===== src/rtl/nibble_alu_pkg.sv =====
// Purpose: shared constants and types of the nibble alu
// Assumes: 11-bit data memory address = bank(4) row(3) column(4)
// Notes: register offsets are byte addresses on the avalon slave
package nibble_alu_pkg;
	localparam int NIB_W = 4;
	localparam int ADDR_W = 11;
	localparam int ROWCOL_W = 7;
	// ****************************************
	// register map
	// ****************************************
	localparam logic [4:0] OFS_PSW = 5'h00;
	localparam logic [4:0] OFS_RP = 5'h04;
	localparam logic [4:0] OFS_IX = 5'h08;
	localparam logic [4:0] OFS_MP = 5'h0C;
	localparam logic [4:0] OFS_BANK = 5'h10;
	localparam logic [4:0] OFS_STAT = 5'h14;
	// ****************************************
	// program status word fields
	// ****************************************
	localparam int PSW_W = 6;
	localparam int PSW_IXE = 0;
	localparam int PSW_Z = 1;
	localparam int PSW_CY = 2;
	localparam int PSW_CMP = 3;
	localparam int PSW_BCD = 4;
	localparam int PSW_MPE = 5;
	localparam logic [5:0] PSW_RST = 6'h00;
	localparam logic [3:0] RP_RST = 4'h0;
	localparam logic [10:0] IX_RST = 11'h000;
	localparam logic [6:0] MP_RST = 7'h00;
	localparam logic [3:0] BANK_RST = 4'h0;
	localparam logic [4:0] DEC_LIMIT = 5'h09;
	localparam logic [4:0] DEC_FIX = 5'h06;
	// ****************************************
	// operations and sequencer states
	// ****************************************
	typedef enum logic [4:0] {
		OP_ADD = 5'h00, OP_ADDC = 5'h01, OP_SUB = 5'h02, OP_SUBC = 5'h03,
		OP_AND = 5'h04, OP_OR = 5'h05, OP_XOR = 5'h06,
		OP_SKT = 5'h07, OP_SKF = 5'h08, OP_SKE = 5'h09, OP_SKIP_IF_NOT_EQUAL = 5'h0A,
		OP_SKIP_IF_GREATER_EQUAL = 5'h0B, OP_SKIP_IF_LESS_THAN = 5'h0C,
		OP_LD = 5'h0D, OP_ST = 5'h0E, OP_MOVI = 5'h0F,
		OP_MOV_TO_IND = 5'h10, OP_MOV_FROM_IND = 5'h11, OP_ROTATE_RIGHT_THROUGH_CARRY = 5'h12
	} alu_op_t;
	typedef enum logic [2:0] {
		S_IDLE = 3'h0, S_RDA = 3'h1, S_GETA = 3'h2, S_RDB = 3'h3,
		S_GETB = 3'h4, S_EXEC = 3'h5, S_DONE = 3'h6
	} seq_state_t;
	function automatic logic isArith(input alu_op_t op);
		return op inside {OP_ADD, OP_ADDC, OP_SUB, OP_SUBC};
	endfunction
	function automatic logic isLogic(input alu_op_t op);
		return op inside {OP_AND, OP_OR, OP_XOR};
	endfunction
	function automatic logic isSkip(input alu_op_t op);
		return op inside {OP_SKT, OP_SKF, OP_SKE, OP_SKIP_IF_NOT_EQUAL, OP_SKIP_IF_GREATER_EQUAL, OP_SKIP_IF_LESS_THAN};
	endfunction
endpackage


===== src/rtl/nibble_adder.sv =====
// Purpose: binary or decimal nibble add and subtract
// Assumes: decimal operands are digits 0 to 9
// Notes: purely combinational
`timescale 1ns/1ps
`default_nettype none
module nibble_adder
	import nibble_alu_pkg::*;
(
	// operands
	input wire logic [3:0] a,
	input wire logic [3:0] b,
	input wire logic carryIn,
	// mode
	input wire logic subtract,
	input wire logic decimal,
	// result
	output logic [3:0] sum,
	output logic carryOut
);
	logic [4:0] raw;
	logic [4:0] fixed;
	always_comb begin
		if (subtract) begin
			raw = {1'b0, a} - {1'b0, b} - {4'h0, carryIn};
		end else begin
			raw = {1'b0, a} + {1'b0, b} + {4'h0, carryIn};
		end
		fixed = raw;
		carryOut = raw[4];
		if (decimal && !subtract && raw > DEC_LIMIT) begin
			fixed = raw + DEC_FIX;
			carryOut = 1'b1;
		end else if (decimal && subtract && raw[4]) begin
			fixed = raw - DEC_FIX;
			carryOut = 1'b1;
		end
		sum = fixed[3:0];
	end
endmodule
`default_nettype wire


===== src/rtl/nibble_alu_with_flags.sv =====
// Purpose: 4-bit alu, flags and operand address control of the core
// Assumes: data memory answers a read one cycle after memRe is seen
// Notes: registers reached over avalon-mm with waitrequest
//
// Overview of operation
// - indirect moves: register row from pointer, column from instruction operand
// - indirect target: bank and row of direct operand, or mp when MPE set; column from register contents
// - register row and lowest bank bit come only from the register pointer; upper three bank bits are zero
// - immediate operands only combine with directly addressed memory
// - two hidden 4-bit temporaries hold operands during execution
// - decimal flag set: add and subtract results are decimal adjusted
// - address control makes every memory operand address with enabled modifiers
// - decimal flag picks arithmetic kind; compare flag suppresses add and subtract write back
// - compare flag clear: zero flag set on zero result, else cleared
// - compare flag set: zero flag held on zero result, else cleared
// - only add, subtract and rotate touch carry; only add and subtract touch zero; others keep flags
// - rotate right shifts register through carry, zero flag kept
// - index modifies all memory operands but rotation; row pointer only indirect
// - add and subtract set carry on carry or borrow, else clear
// - index and row pointer modification gated by status word flags
//
// Implementation choices: register access over Avalon-MM and the placing of the registers.
`timescale 1ns/1ps
`default_nettype none
module nibble_alu_with_flags
	import nibble_alu_pkg::*;
(
	// clock and reset
	input wire logic clk_sys,
	input wire logic rst,
	// avalon-mm slave
	input wire logic [4:0] avs_address,
	input wire logic avs_read,
	input wire logic avs_write,
	input wire logic [31:0] avs_writedata,
	input wire logic [3:0] avs_byteenable,
	output logic [31:0] avs_readdata,
	output logic avs_waitrequest,
	// instruction from decoder
	input wire logic instrValid,
	output logic instrReady,
	input wire logic [4:0] instrOp,
	input wire logic immForm,
	input wire logic [3:0] instrR,
	input wire logic [6:0] instrM,
	input wire logic [3:0] instrImm,
	output logic instrDone,
	output logic skipNext,
	// data memory
	output logic [10:0] memAddr,
	output logic memRe,
	output logic memWe,
	output logic [3:0] memWdata,
	input wire logic [3:0] memRdata
);
	// ****************************************
	// state
	// ****************************************
	typedef struct packed {
		seq_state_t state;
		alu_op_t op;
		logic imm;
		logic [3:0] rCol;
		logic [3:0] immVal;
		logic [10:0] grAddr;
		logic [10:0] mEff;
		logic [10:0] indAddr;
		logic [3:0] tmpA;
		logic [3:0] tmpB;
		logic [10:0] addr;
		logic re;
		logic we;
		logic [3:0] wdata;
		logic done;
		logic skip;
		logic [5:0] psw;
		logic [3:0] rp;
		logic [10:0] ix;
		logic [6:0] mp;
		logic [3:0] bank;
		logic ack;
		logic [31:0] rdata;
	} alu_state_t;
	alu_state_t cur_ff;
	alu_state_t nxt_cur;
	logic [3:0] aluSum;
	logic aluCo;
	logic busAcc;
	logic pswWr;
	logic [15:0] wmask;
	logic [15:0] wval;
	logic aluSub;
	logic aluCin;
	// ****************************************
	// address helpers
	// ****************************************
	function automatic logic [10:0] modIndex(input logic [10:0] a, input logic [5:0] psw, input logic [10:0] ix);
		return psw[PSW_IXE] ? (a | ix) : a;
	endfunction
	function automatic logic [10:0] regAddr(input logic [3:0] rp, input logic [3:0] col);
		return {3'h0, rp, col};
	endfunction
	function automatic logic [31:0] regRead(input logic [4:0] a, input alu_state_t s);
		logic [31:0] v;
		v = 32'h0000_0000;
		case (a)
			OFS_PSW: v[5:0] = s.psw;
			OFS_RP: v[3:0] = s.rp;
			OFS_IX: v[10:0] = s.ix;
			OFS_MP: v[6:0] = s.mp;
			OFS_BANK: v[3:0] = s.bank;
			OFS_STAT: v[1:0] = {s.skip, s.state != S_IDLE};
			default: v = 32'h0000_0000;
		endcase
		return v;
	endfunction
	// ****************************************
	// arithmetic stage
	// ****************************************
	assign aluSub = cur_ff.op inside {OP_SUB, OP_SUBC};
	assign aluCin = (cur_ff.op inside {OP_ADDC, OP_SUBC}) & cur_ff.psw[PSW_CY];
	nibble_adder adder (
		.a(cur_ff.tmpA),
		.b(cur_ff.tmpB),
		.carryIn(aluCin),
		.subtract(aluSub),
		.decimal(cur_ff.psw[PSW_BCD]),
		.sum(aluSum),
		.carryOut(aluCo)
	);
	assign busAcc = (avs_read | avs_write) & cur_ff.ack;
	assign pswWr = busAcc & avs_write & (avs_address == OFS_PSW) & avs_byteenable[0];
	assign wmask = {{8{avs_byteenable[1]}}, {8{avs_byteenable[0]}}};
	// ****************************************
	// next state
	// ****************************************
	always_comb begin
		nxt_cur = cur_ff;
		nxt_cur.done = 1'b0;
		nxt_cur.re = 1'b0;
		nxt_cur.we = 1'b0;
		wval = avs_writedata[15:0];
		// bus slave: one wait cycle, then answer
		nxt_cur.ack = (avs_read | avs_write) & !cur_ff.ack;
		if ((avs_read | avs_write) && !cur_ff.ack) begin
			nxt_cur.rdata = regRead(avs_address, cur_ff);
		end
		if (busAcc && avs_write) begin
			case (avs_address)
				OFS_PSW: nxt_cur.psw = (cur_ff.psw & ~wmask[5:0]) | (wval[5:0] & wmask[5:0]);
				OFS_RP: nxt_cur.rp = (cur_ff.rp & ~wmask[3:0]) | (wval[3:0] & wmask[3:0]);
				OFS_IX: nxt_cur.ix = (cur_ff.ix & ~wmask[10:0]) | (wval[10:0] & wmask[10:0]);
				OFS_MP: nxt_cur.mp = (cur_ff.mp & ~wmask[6:0]) | (wval[6:0] & wmask[6:0]);
				OFS_BANK: nxt_cur.bank = (cur_ff.bank & ~wmask[3:0]) | (wval[3:0] & wmask[3:0]);
				default: nxt_cur.bank = nxt_cur.bank;
			endcase
		end
		case (cur_ff.state)
			S_IDLE: begin
				if (instrValid) begin
					nxt_cur.op = alu_op_t'(instrOp);
					// immediate form only for direct memory operands
					nxt_cur.imm = immForm & (isArith(alu_op_t'(instrOp)) | isLogic(alu_op_t'(instrOp)));
					nxt_cur.rCol = instrR;
					nxt_cur.immVal = instrImm;
					nxt_cur.grAddr = regAddr(cur_ff.rp, instrR);
					nxt_cur.mEff = modIndex({cur_ff.bank, instrM}, cur_ff.psw, cur_ff.ix);
					nxt_cur.skip = 1'b0;
					nxt_cur.state = S_RDA;
				end
			end
			S_RDA: begin
				nxt_cur.re = cur_ff.op != OP_MOVI;
				if (isSkip(cur_ff.op) || cur_ff.imm) begin
					nxt_cur.addr = cur_ff.mEff;
				end else begin
					nxt_cur.addr = cur_ff.grAddr;
				end
				nxt_cur.state = S_GETA;
			end
			S_GETA: begin
				nxt_cur.state = S_RDB;
			end
			S_RDB: begin
				nxt_cur.tmpA = memRdata;
				// indirect column from register contents, bank and row direct or pointer
				if (cur_ff.psw[PSW_MPE]) begin
					nxt_cur.indAddr = modIndex({cur_ff.mp, memRdata}, cur_ff.psw, cur_ff.ix);
				end else begin
					nxt_cur.indAddr = modIndex({cur_ff.mEff[10:4], memRdata}, cur_ff.psw, cur_ff.ix);
				end
				nxt_cur.re = !(cur_ff.imm || isSkip(cur_ff.op) || cur_ff.op inside {OP_MOVI, OP_ST, OP_ROTATE_RIGHT_THROUGH_CARRY});
				if (cur_ff.op == OP_MOV_FROM_IND) begin
					nxt_cur.addr = nxt_cur.indAddr;
				end else begin
					nxt_cur.addr = cur_ff.mEff;
				end
				nxt_cur.state = S_GETB;
			end
			S_GETB: begin
				nxt_cur.state = S_EXEC;
			end
			S_EXEC: begin
				nxt_cur.tmpB = (cur_ff.imm || isSkip(cur_ff.op) || cur_ff.op == OP_MOVI) ? cur_ff.immVal : memRdata;
				nxt_cur.state = S_DONE;
			end
			S_DONE: begin
				nxt_cur.done = 1'b1;
				nxt_cur.state = S_IDLE;
				nxt_cur.addr = cur_ff.imm ? cur_ff.mEff : cur_ff.grAddr;
				nxt_cur.we = 1'b1;
				nxt_cur.wdata = cur_ff.tmpB;
				if (isArith(cur_ff.op)) begin
					nxt_cur.wdata = aluSum;
					nxt_cur.we = !cur_ff.psw[PSW_CMP];
					nxt_cur.psw[PSW_CY] = aluCo;
					if (aluSum != 4'h0) begin
						nxt_cur.psw[PSW_Z] = 1'b0;
					end else if (!cur_ff.psw[PSW_CMP]) begin
						nxt_cur.psw[PSW_Z] = 1'b1;
					end
				end else if (isLogic(cur_ff.op)) begin
					// flags untouched by logic, moves and tests
					case (cur_ff.op)
						OP_AND: nxt_cur.wdata = cur_ff.tmpA & cur_ff.tmpB;
						OP_OR: nxt_cur.wdata = cur_ff.tmpA | cur_ff.tmpB;
						default: nxt_cur.wdata = cur_ff.tmpA ^ cur_ff.tmpB;
					endcase
				end else if (isSkip(cur_ff.op)) begin
					nxt_cur.we = 1'b0;
					case (cur_ff.op)
						OP_SKT: nxt_cur.skip = (cur_ff.tmpA & cur_ff.tmpB) == cur_ff.tmpB;
						OP_SKF: nxt_cur.skip = (cur_ff.tmpA & cur_ff.tmpB) == 4'h0;
						OP_SKE: nxt_cur.skip = cur_ff.tmpA == cur_ff.tmpB;
						OP_SKIP_IF_NOT_EQUAL: nxt_cur.skip = cur_ff.tmpA != cur_ff.tmpB;
						OP_SKIP_IF_GREATER_EQUAL: nxt_cur.skip = cur_ff.tmpA >= cur_ff.tmpB;
						default: nxt_cur.skip = cur_ff.tmpA < cur_ff.tmpB;
					endcase
				end else begin
					case (cur_ff.op)
						OP_ST, OP_MOVI, OP_MOV_FROM_IND: begin
							nxt_cur.addr = cur_ff.mEff;
							nxt_cur.wdata = (cur_ff.op == OP_ST) ? cur_ff.tmpA : cur_ff.tmpB;
						end
						OP_MOV_TO_IND: nxt_cur.addr = cur_ff.indAddr;
						OP_ROTATE_RIGHT_THROUGH_CARRY: begin
							nxt_cur.wdata = {cur_ff.psw[PSW_CY], cur_ff.tmpA[3:1]};
							nxt_cur.psw[PSW_CY] = cur_ff.tmpA[0];
						end
						default: nxt_cur.wdata = cur_ff.tmpB;
					endcase
				end
			end
			default: nxt_cur.state = S_IDLE;
		endcase
		if (rst) begin
			nxt_cur = '0;
			nxt_cur.state = S_IDLE;
			nxt_cur.psw = PSW_RST;
			nxt_cur.rp = RP_RST;
			nxt_cur.ix = IX_RST;
			nxt_cur.mp = MP_RST;
			nxt_cur.bank = BANK_RST;
		end
	end
	always_ff @(posedge clk_sys) begin
		cur_ff <= nxt_cur;
	end
	// ****************************************
	// outputs
	// ****************************************
	assign instrReady = cur_ff.state == S_IDLE;
	assign instrDone = cur_ff.done;
	assign skipNext = cur_ff.skip;
	assign memAddr = cur_ff.addr;
	assign memRe = cur_ff.re;
	assign memWe = cur_ff.we;
	assign memWdata = cur_ff.wdata;
	assign avs_readdata = cur_ff.rdata;
	assign avs_waitrequest = (avs_read | avs_write) & !cur_ff.ack;
	// ****************************************
	// checks
	// ****************************************
	gr_row_a: assert property (@(posedge clk_sys) disable iff (rst)
		(cur_ff.state == S_IDLE && instrValid) |=> cur_ff.grAddr[7:4] == $past(cur_ff.rp))
		else $error("register row not from pointer");
	ind_col_a: assert property (@(posedge clk_sys) disable iff (rst)
		(cur_ff.state == S_RDB && !cur_ff.psw[PSW_IXE] && !cur_ff.psw[PSW_MPE])
		|=> cur_ff.indAddr == {$past(cur_ff.mEff[10:4]), $past(memRdata)})
		else $error("indirect address wrong");
	cmp_nostore_a: assert property (@(posedge clk_sys) disable iff (rst)
		(cur_ff.state == S_DONE && isArith(cur_ff.op) && cur_ff.psw[PSW_CMP]) |=> !memWe && instrDone)
		else $error("result stored under compare");
	zero_set_a: assert property (@(posedge clk_sys) disable iff (rst)
		(cur_ff.state == S_DONE && isArith(cur_ff.op) && !cur_ff.psw[PSW_CMP] && !pswWr)
		|=> cur_ff.psw[PSW_Z] == ($past(aluSum) == 4'h0) && memWdata == $past(aluSum))
		else $error("zero flag wrong");
	zero_chain_a: assert property (@(posedge clk_sys) disable iff (rst)
		(cur_ff.state == S_DONE && isArith(cur_ff.op) && cur_ff.psw[PSW_CMP] && aluSum == 4'h0 && !pswWr)
		|=> $stable(cur_ff.psw[PSW_Z]))
		else $error("zero flag not held");
	carry_set_a: assert property (@(posedge clk_sys) disable iff (rst)
		(cur_ff.state == S_DONE && isArith(cur_ff.op) && !pswWr) |=> cur_ff.psw[PSW_CY] == $past(aluCo))
		else $error("carry flag wrong");
	flags_keep_a: assert property (@(posedge clk_sys) disable iff (rst)
		(cur_ff.state == S_DONE && !isArith(cur_ff.op) && cur_ff.op != OP_ROTATE_RIGHT_THROUGH_CARRY && !pswWr)
		|=> $stable(cur_ff.psw))
		else $error("flags changed");
	rotate_a: assert property (@(posedge clk_sys) disable iff (rst)
		(cur_ff.state == S_DONE && cur_ff.op == OP_ROTATE_RIGHT_THROUGH_CARRY && !pswWr)
		|=> cur_ff.psw[PSW_CY] == $past(cur_ff.tmpA[0]) && memWdata == {$past(cur_ff.psw[PSW_CY]), $past(cur_ff.tmpA[3:1])}
		&& $stable(cur_ff.psw[PSW_Z]))
		else $error("rotate wrong");
	skip_nowrite_a: assert property (@(posedge clk_sys) disable iff (rst)
		(cur_ff.state == S_DONE && isSkip(cur_ff.op)) |=> !memWe && instrDone)
		else $error("skip wrote memory");
	bcd_digit_a: assert property (@(posedge clk_sys) disable iff (rst)
		(cur_ff.state == S_DONE && isArith(cur_ff.op) && cur_ff.psw[PSW_BCD]
		&& cur_ff.tmpA <= 4'h9 && cur_ff.tmpB <= 4'h9) |=> memWdata <= 4'h9)
		else $error("decimal result not a digit");
	index_mod_a: assert property (@(posedge clk_sys) disable iff (rst)
		(cur_ff.state == S_IDLE && instrValid && !cur_ff.psw[PSW_IXE]) |=> cur_ff.mEff == {$past(cur_ff.bank), $past(instrM)})
		else $error("index applied while disabled");
endmodule
`default_nettype wire


===== config.mk =====
export PLATFORM = sky130hd
export DESIGN_NAME = nibble_alu_with_flags
export DESIGN_NICKNAME = d
export VERILOG_FILES = /design/src/rtl/nibble_alu_pkg.sv /design/src/rtl/nibble_adder.sv /design/src/rtl/nibble_alu_with_flags.sv
export SDC_FILE = /design/constraint.sdc
export NUM_CORES = 1
export LEC_CHECK = 0
export ABC_CLOCK_PERIOD_IN_PS = 8400
export BUFFER_PORTS_ARGS = -buffer_cell sky130_fd_sc_hd__buf_2
export CORE_MARGIN = 3
export CORE_UTILIZATION = 55
export DETAILED_ROUTE_END_ITERATION = 16
export MAX_ROUTING_LAYER = met4
export PLACE_DENSITY_LB_ADDON = 0.15
export REMOVE_ABC_BUFFERS = 1
export SLEW_MARGIN = 20
export SYNTH_ARGS = -nofsm -noshare
export SYNTH_HDL_FRONTEND = slang
export SYNTH_HIERARCHICAL = 1
export SYNTH_SLANG_ARGS = --single-unit

===== constraint.sdc =====
create_clock -name clk_sys -period 8.4 [get_ports clk_sys]
set_clock_uncertainty 0.15 [all_clocks]
set_input_delay 0.42 -clock clk_sys [delete_from_list [all_inputs] [get_ports clk_sys]]
set_output_delay 0.42 -clock clk_sys [all_outputs]
set_load 0.01 [all_outputs]

==> reports/qor.csv, run 1 <==
stage,metric,value,unit
run_status,status,finished clean,
route,drt_first_iter_violations,508,
floorplan,dieArea,14200,sq um
route,drc,0,
global_routing,grt_start_max_net_pins,73,
critical_path,critical_path.cell_chain,nor3_1 > and3_1 > fa_1 > ha_1 > or2_2 > fa_1 > mux2i_1 > xor2_1 > ha_1 > o21ai_0 > a21o_1 > a222oi_1 > o221ai_1 > xnor2_1 > a221oi_1 > nor3_1,
critical_path,cp-end-kind,flop,
worst_hold_path,worstHoldPathCells,3,
critical_path,critical_path_buf_inv_count,0,
floorplan,ioPinCount,124,
logic_synthesis,syn_area,7040,sq um
layout,final_cells,1057,
critical_path,arrival,5.83,ns
logic_synthesis,synth_cell_types,77,
sta,drv_slew,0,
placement,post-place-cells,1026,
power_and_ir_drop,leakage,3.02,nW
global_routing,grt_pass1_wl,32100,microns
logic_synthesis,synth-xor-area-share,0.498,%
worst_hold_path,min_from,avs_writedata[7],
power_and_ir_drop,vdd_drop_max,0.000156,V
clocking,clk_pin_slew,0.06,ns
floorplan,die_w,119,microns
sta,rsz0062_at_grt,false,
critical_path,cp.required,8.53,ns
logic_synthesis,synth-adder-area-share,6.12,%
clocking,cts_inserted_buffers,17,
layout,fillers,1047,
placement,finalWeightedCongestion,0.925,
job,maxCapViolCount,0,
critical_path,rrSetupSlack,2.70,ns
sta,setup_viol,0,
layout,nets,980,
sta,fin_crit_sh,67.9,%
critical_path,crit_family,simple AND/OR/NAND/NOR gates,
logic_synthesis,yosysSeqAreaShare,32.4,%
route,wl_per_cell,18.6,microns
sta,max_freq,175,MHz
sta,fin_tns_setup,0,ns
route,num_vias,6505,
critical_path,worstReg2RegEnd,memWdata[1],
logic_synthesis,yosysWarningCount,6,
logic_synthesis,synth_compound_area_share,21.0,%
route,drtPass1Iterations,5,
logic_synthesis,synth_top_family_by_area,simple AND/OR/NAND/NOR gates,
route,route.antenna.remaining_nets,0,
sta,hold_ws,0.0749,ns
floorplan,die_h,119,microns
layout,drive_gt1_share,15.7,%
route,vias_per_cell,6.15,
clocking,cts_resized,0,
logic_synthesis,synth-simple-area-share,21.3,%
critical_path,worstSetupPathType,reg -> reg,
floorplan,core-area,12300,sq um
worst_hold_path,hp-class,in -> reg,
sta,finalHoldViolCount,0,
logic_synthesis,syn_avg_cell_area,8.16,sq um
critical_path,cp-startpoint,cur_ff[137],
logic_synthesis,yosys.area.top_type,dfxtp_1,
layout,syn_to_final_growth,10.3,%
route,wirelength,19700,microns
sta,tightest_slew,1.09,ns
placement,hpwlAfterDp,13900,microns
logic_synthesis,synthMuxAreaShare,8.21,%
clocking,cts.sinks,114,
floorplan,rows,40,
clocking,insertion_delay,0.43,ns
logic_synthesis,synth.area.top_cells,"dfxtp_1 32%, mux2i_1 7.3%, buf_4 5.0%",
critical_path,r2r_start,cur_ff[137],
clocking,htreeDepth,4,
logic_synthesis,ys_seq_elements,114,
critical_path,path_max_fanout,22,
critical_path,reg2regPathDepth,16,
logic_synthesis,postSynth.asyncResetShare,0,%
clocking,cts_buffer_depth,2,
sta,relSlewSlack,27.2,%
logic_synthesis,synth.top_cell.area_share,32.4,%
clocking,cts_tree,yes,
sta,period_minus_slack,5.70,ns
global_routing,grt_pass1_vias,6198,
power_and_ir_drop,power.density,197,nW/um^2
logic_synthesis,synth_cells,862,
logic_synthesis,synth_ff_type,dfxtp_1,
global_routing,overflow,0,
global_routing,grt_usage,28.9,%
clocking,post-cts-setup-buffers,0,
logic_synthesis,synth_edf_count,0,
clocking,cts_root_buf,clkbuf_16,
critical_path,max_stage_delay,0.74,ns
critical_path,cp-start-kind,flop,
layout,num_antenna_cells,0,
critical_path,cp_slowest_cell,nor3_1,
floorplan,initial_core_util,57.4,%
placement,io_buffers,79,
global_routing,antenna_found_initial,0,
clocking,postCtsHoldBufs,0,
## worst register-to-register path, cell delays in order, from the launching register on
cell and delay, ns:
dfxtp_1 0.57, nor3_1 0.75, and3_1 0.30, fa_1 0.51, ha_1 0.23, or2_2 0.28, fa_1 0.38, mux2i_1 0.17
xor2_1 0.47, ha_1 0.23, o21ai_0 0.07, a21o_1 0.17, a222oi_1 0.45, o221ai_1 0.20, xnor2_1 0.21, a221oi_1 0.32
nor3_1 0.09
## cell type report
type	count	area, sq um	area share (%)
Inverter	33	124	1.60
Clock inverter	13	188	2.42
Clock buffer	18	429	5.53
Multi-Input combinational cell	629	4110	52.9
Timing Repair Buffer	82	420	5.42
Sequential cell	114	2280	29.4
Tap cell	168	210	2.71
## layer usage
metal | global-route usage [%] | routed length, microns | vias to the layer above
met1 | 38.0 | 8780 | 3125
met2 | 44.4 | 9110 | 259
met4 | 10.5 | 471 | 0
met3 | 5.46 | 1320 | 49
met5 | - | 0 | -
li1 | - | - | 3072
## cell usage in the layout (no fill, tap or decap), drive strengths merged, types with 5 or more instances in the layout
| cell | netlist | final |
|---|---|---|
| nor2b | 15 | 15 |
| o221ai | 6 | 6 |
| nor3 | 36 | 36 |
| nand2b | 5 | 5 |
| nor4 | 8 | 8 |
| a211oi | 25 | 25 |
| clkbuf | 39 | 18 |
| ha | 28 | 28 |
| clkinv | 0 | 6 |
| a221oi | 9 | 9 |
| a31oi | 12 | 12 |
| and3 | 5 | 5 |
| mux2i | 51 | 51 |
| conb | 1 | 21 |
| or3 | 8 | 8 |
| nand3b | 5 | 5 |
| a221o | 8 | 8 |
| a211o | 5 | 5 |
| dfxtp | 114 | 114 |
| nand3 | 27 | 27 |
| nor2 | 87 | 87 |
| o31ai | 5 | 5 |
| a21oi | 53 | 53 |
| inv | 33 | 33 |
| nand2 | 79 | 79 |
| buf | 67 | 82 |
| a22oi | 11 | 11 |
| o21ai | 42 | 42 |
## stage by stage
stage,utilization (%),worst slack (ns),area (sq um),power [mW]
floorplan,-,3.57,6510,0.703
global placement,58.2,2.94,7140,0.773
detailed placement,58.2,2.77,7140,0.778
CTS,63.3,2.75,7760,1.53
global route,63.3,2.34,7760,1.58
finish,63.3,2.70,7760,1.53
## power breakdown
part           switching [mW]  total, mW  leakage, nW  internal [mW]
Combinational           0.114      0.179         1.80         0.0652
Sequential             0.0297      0.592        0.926          0.562
Clock                   0.263      0.757        0.292          0.494
## worst max-delay path by stage
| stage | to | cells after the start | slack, ns |
|---|---|---|---|
| floorplan | cur_ff[61] | 17 | 3.57 |
| global placement | cur_ff[60] | 17 | 2.94 |
| detailed placement | memWdata[1] | 16 | 2.77 |
| CTS | cur_ff[61] | 17 | 2.75 |
| global route | memWdata[1] | 16 | 2.34 |
| finish | memWdata[1] | 16 | 2.70 |
## cells in the mapped netlist, types with 6 or more instances
| library cell | instances |
|---|---|
| a211oi_1 | 25 |
| a21oi_1 | 53 |
| a221o_1 | 8 |
| a221oi_1 | 9 |
| a22oi_1 | 11 |
| a31oi_1 | 12 |
| buf_2 | 13 |
| buf_4 | 47 |
| clkbuf_1 | 39 |
| dfxtp_1 | 114 |
| ha_1 | 28 |
| inv_1 | 33 |
| mux2i_1 | 51 |
| nand2_1 | 79 |
| nand3_1 | 27 |
| nor2_1 | 83 |
| nor2b_1 | 15 |
| nor3_1 | 31 |
| nor4_1 | 6 |
| o21ai_0 | 40 |
| o221ai_1 | 6 |
| or3_1 | 8 |
## logic make-up after synthesis
| family | after synthesis |
|---|---|
| flip-flops | 114 |
| multiplexers | 56 |
| buffers and inverters | 139 |
| other | 1 |
| AO/OA/AOI/OAI | 217 |
| AND/OR/NAND/NOR | 299 |
| XOR/XNOR | 4 |
| adder cells (fa/ha/maj) | 32 |
Power figures use the tool's default switching activity.
==> inputs of run 2 (changes only) <==
Settings changed: ABC_AREA from default to 1, ABC_CLOCK_PERIOD_IN_PS 8400 to 5000, CORE_UTILIZATION 55 to 52.
Clock period 8.4 ns to 5 ns, I/O delays scaled along.
==> run 2 against run 1 <==
First-iteration DRC count increased by 46%. Maximum frequency increased by 27%. Wire length increased by 3.6%. Non-clock buffer count increased by 36. Register-to-register slack got worse by 2.2 ns. Worst setup slack got worse by 2.2 ns. Final cell count increased by 30%. Critical path type unchanged. Largest cell class unchanged. Sequential power increased by 68%. Count of clock-buffer cells in the layout increased by 5. Largest power group unchanged. Core utilization decreased by 1.2 points.
==> reports/qor.csv, run 2 <==
stage,metric,value,unit,change
run_status,status,finished clean,,
sta,tightest_slew,0.976,ns,-0.116 ns
sta,fin_tns_setup,0,ns,unchanged
clocking,cts_tree,yes,,
placement,finalWeightedCongestion,0.951,,+2.9%
route,drt_first_iter_violations,740,,+46%
logic_synthesis,synth_ff_type,dfxtp_1,,
global_routing,antenna_found_initial,0,,unchanged
sta,max_freq,223,MHz,+27%
logic_synthesis,yosysMostFrequentCell,nand2_1,,
clocking,cts_buffer_depth,2,,unchanged
critical_path,worstSetupPathType,reg -> reg,,
placement,post-place-cells,1314,,+28%
logic_synthesis,syn_avg_cell_area,6.44,sq um,-21%
sta,drv_slew,0,,unchanged
logic_synthesis,synth.top_cells.by_count,"235 x nand2_1, 157 x nor2_1, 128 x inv_1",,
logic_synthesis,synth_cells,1117,,+30%
sta,period_minus_slack,4.49,ns,-1.21 ns
logic_synthesis,synth.area.top_cells,"dfxtp_1 32%, nand2_1 12%, nor2_1 8.2%",,
route,wirelength,20400,microns,+3.6%
logic_synthesis,ys_seq_elements,114,,unchanged
route,drtPass1Iterations,6,,+1
floorplan,rows,42,,+5.0%
clocking,clk_pin_slew,0.06,ns,about the same
logic_synthesis,syn_area,7190,sq um,+2.2%
placement,hpwlAfterDp,14200,microns,+1.6%
sta,relSlewSlack,34.9,%,+7.7 points
layout,final_area,8330,sq um,+7.3%
critical_path,rrSetupSlack,0.51,ns,-2.19 ns
layout,most-common-layout-cells,"235 x nand2_1, 157 x nor2_1, 127 x inv_1",,
critical_path,cp-end-kind,flop,,
sta,fin_crit_sh,89.8,%,+22 points
layout,syn_to_final_growth,15.8,%,
floorplan,die_w,124,microns,+3.8%
critical_path,critical_path.cell_chain,nor2_1 > inv_1 > nor4_1 > fa_1 > ha_1 > or2_2 > fa_1 > o21a_2 > inv_1 > ha_1 > nand3_1 > nand2_1 > nand2_2 > o21ai_4 > nand2_4 > nand2_1 > nand2_1 > o41ai_1 > nand3_1 > inv_1,,
layout,nets,1292,,+32%
route,vias_per_cell,5.28,,-14%
critical_path,crit_family,simple AND/OR/NAND/NOR gates,,
logic_synthesis,yosysWarningCount,6,,unchanged
floorplan,core-area,13400,sq um,+9.3%
route,num_vias,7273,,+12%
floorplan,ioPinCount,124,,unchanged
floorplan,dieArea,15300,sq um,+7.7%
layout,final_common_cell,nand2_1,,
route,wl_per_cell,14.8,microns,-20%
placement,io_buffers,79,,unchanged
global_routing,grt_pass1_wl,33000,microns,+2.8%
critical_path,cp.required,5.22,ns,-3.31 ns
layout,final_core_util,62.1,%,-1.2 points
layout,final_cells,1377,,+30%
clocking,cts_inserted_buffers,17,,unchanged
sta,finalHoldViolCount,0,,unchanged
clocking,cts_root_buf,clkbuf_16,,
sta,rsz0062_at_grt,false,,
critical_path,cp_slowest_cell,fa_1,,
logic_synthesis,yosys.area.top_type,dfxtp_1,,
global_routing,grt_usage,28.5,%,-0.34 points
route,route.antenna.remaining_nets,0,,unchanged
route,drc,0,,unchanged
global_routing,grt_start_max_net_pins,84,,+15%
global_routing,overflow,0,,unchanged
power_and_ir_drop,vdd_drop_max,0.000208,V,+34%
layout,fillers,1321,,+26%
placement,placed_cell_area,7390,sq um,+3.5%
floorplan,die_h,124,microns,+3.8%
sta,setup_viol,0,,unchanged
logic_synthesis,postSynth.asyncResetShare,0,%,unchanged
critical_path,critical_path_buf_inv_count,3,,+3
logic_synthesis,yosysSeqAreaShare,31.7,%,-0.69 points
critical_path,path_max_fanout,5,,-77%
sta,hold_ws,0.0229,ns,-0.0520 ns
logic_synthesis,synth_cell_types,43,,-44%
layout,drive_gt1_share,12.8,%,-2.9 points
worst_hold_path,hp-class,in -> reg,,
logic_synthesis,synth.top_cell.area_share,31.7,%,-0.69 points
critical_path,max_stage_delay,0.52,ns,-0.22 ns
power_and_ir_drop,power.density,329,nW/um^2,+67%
logic_synthesis,synth_edf_count,0,,unchanged
critical_path,cp-start-kind,flop,,
clocking,insertion_delay,0.43,ns,about the same
clocking,cts_resized,0,,unchanged
clocking,cts.sinks,114,,unchanged
critical_path,arrival,4.71,ns,-1.12 ns
clocking,postCtsHoldBufs,32,,+32
job,maxCapViolCount,0,,unchanged
clocking,post-cts-setup-buffers,0,,unchanged
layout,num_antenna_cells,0,,unchanged
floorplan,initial_core_util,53.7,%,-3.7 points
global_routing,grt_pass1_vias,6615,,+6.7%
power_and_ir_drop,leakage,3.95,nW,+31%
clocking,htreeDepth,4,,unchanged
[run 2: metal layers]
metal	global-route usage, %	up-vias	routed length [microns]
li1	-	3657	-
met1	36.5	3292	8990
met2	44.4	280	9430
met3	5.54	44	1380
met4	11.4	0	592
met5	-	-	0
[run 2: logic make-up (layout without fill, tap and decap cells)]
group,Yosys count,count (layout),share of synthesized area (%)
and+or+nand+nor,510,510,30.1
AOI/OAI and AO/OA,237,237,17.4
buffers and inverters,223,287,14.8
DFF,114,114,31.7
adders and majority gates,32,32,5.98
other,1,21,0.0521
[run 2: path summary, 6_finish.rpt]
| kind | startpoint | endpoint | depth (start not counted) |
|---|---|---|---|
| max | cur_ff[136] | cur_ff[60] | 20 |
| min | instrOp[4] | cur_ff[138] | 3 |
| max reg2reg | cur_ff[136] | cur_ff[60] | 20 |
| min reg2reg | cur_ff[117] | cur_ff[117] | 2 |
[run 2: power breakdown]
| group | switching, mW | leakage (nW) | internal, mW |
|---|---|---|---|
| logic | 0.316 | 2.72 | 0.165 |
| clock network | 0.431 | 0.291 | 0.832 |
| registers | 0.0364 | 0.929 | 0.958 |
[run 2: per-stage QoR]
stage | power [mW] | setup WS [ns]
global placement | 1.46 | 0.565
detailed placement | 1.47 | 0.497
CTS | 2.75 | 0.487
global route | 2.87 | 0.0736
finish | 2.74 | 0.508
floorplan | 1.32 | 0.828
[run 2: cell type report]
cell class	instances	area, sq um	area share [%]
Timing Repair Buffer	118	768	9.23
Inverter	138	518	6.22
Tap cell	176	220	2.65
Multi-Input combinational cell	800	3920	47.1
Clock buffer	23	488	5.86
Clock inverter	8	126	1.52
Sequential cell	114	2280	27.4
[run 2: worst min-delay path: stages]
cell	delay [ns]
buf_2	0.09
o21ai_0	0.08
a21oi_1	0.12
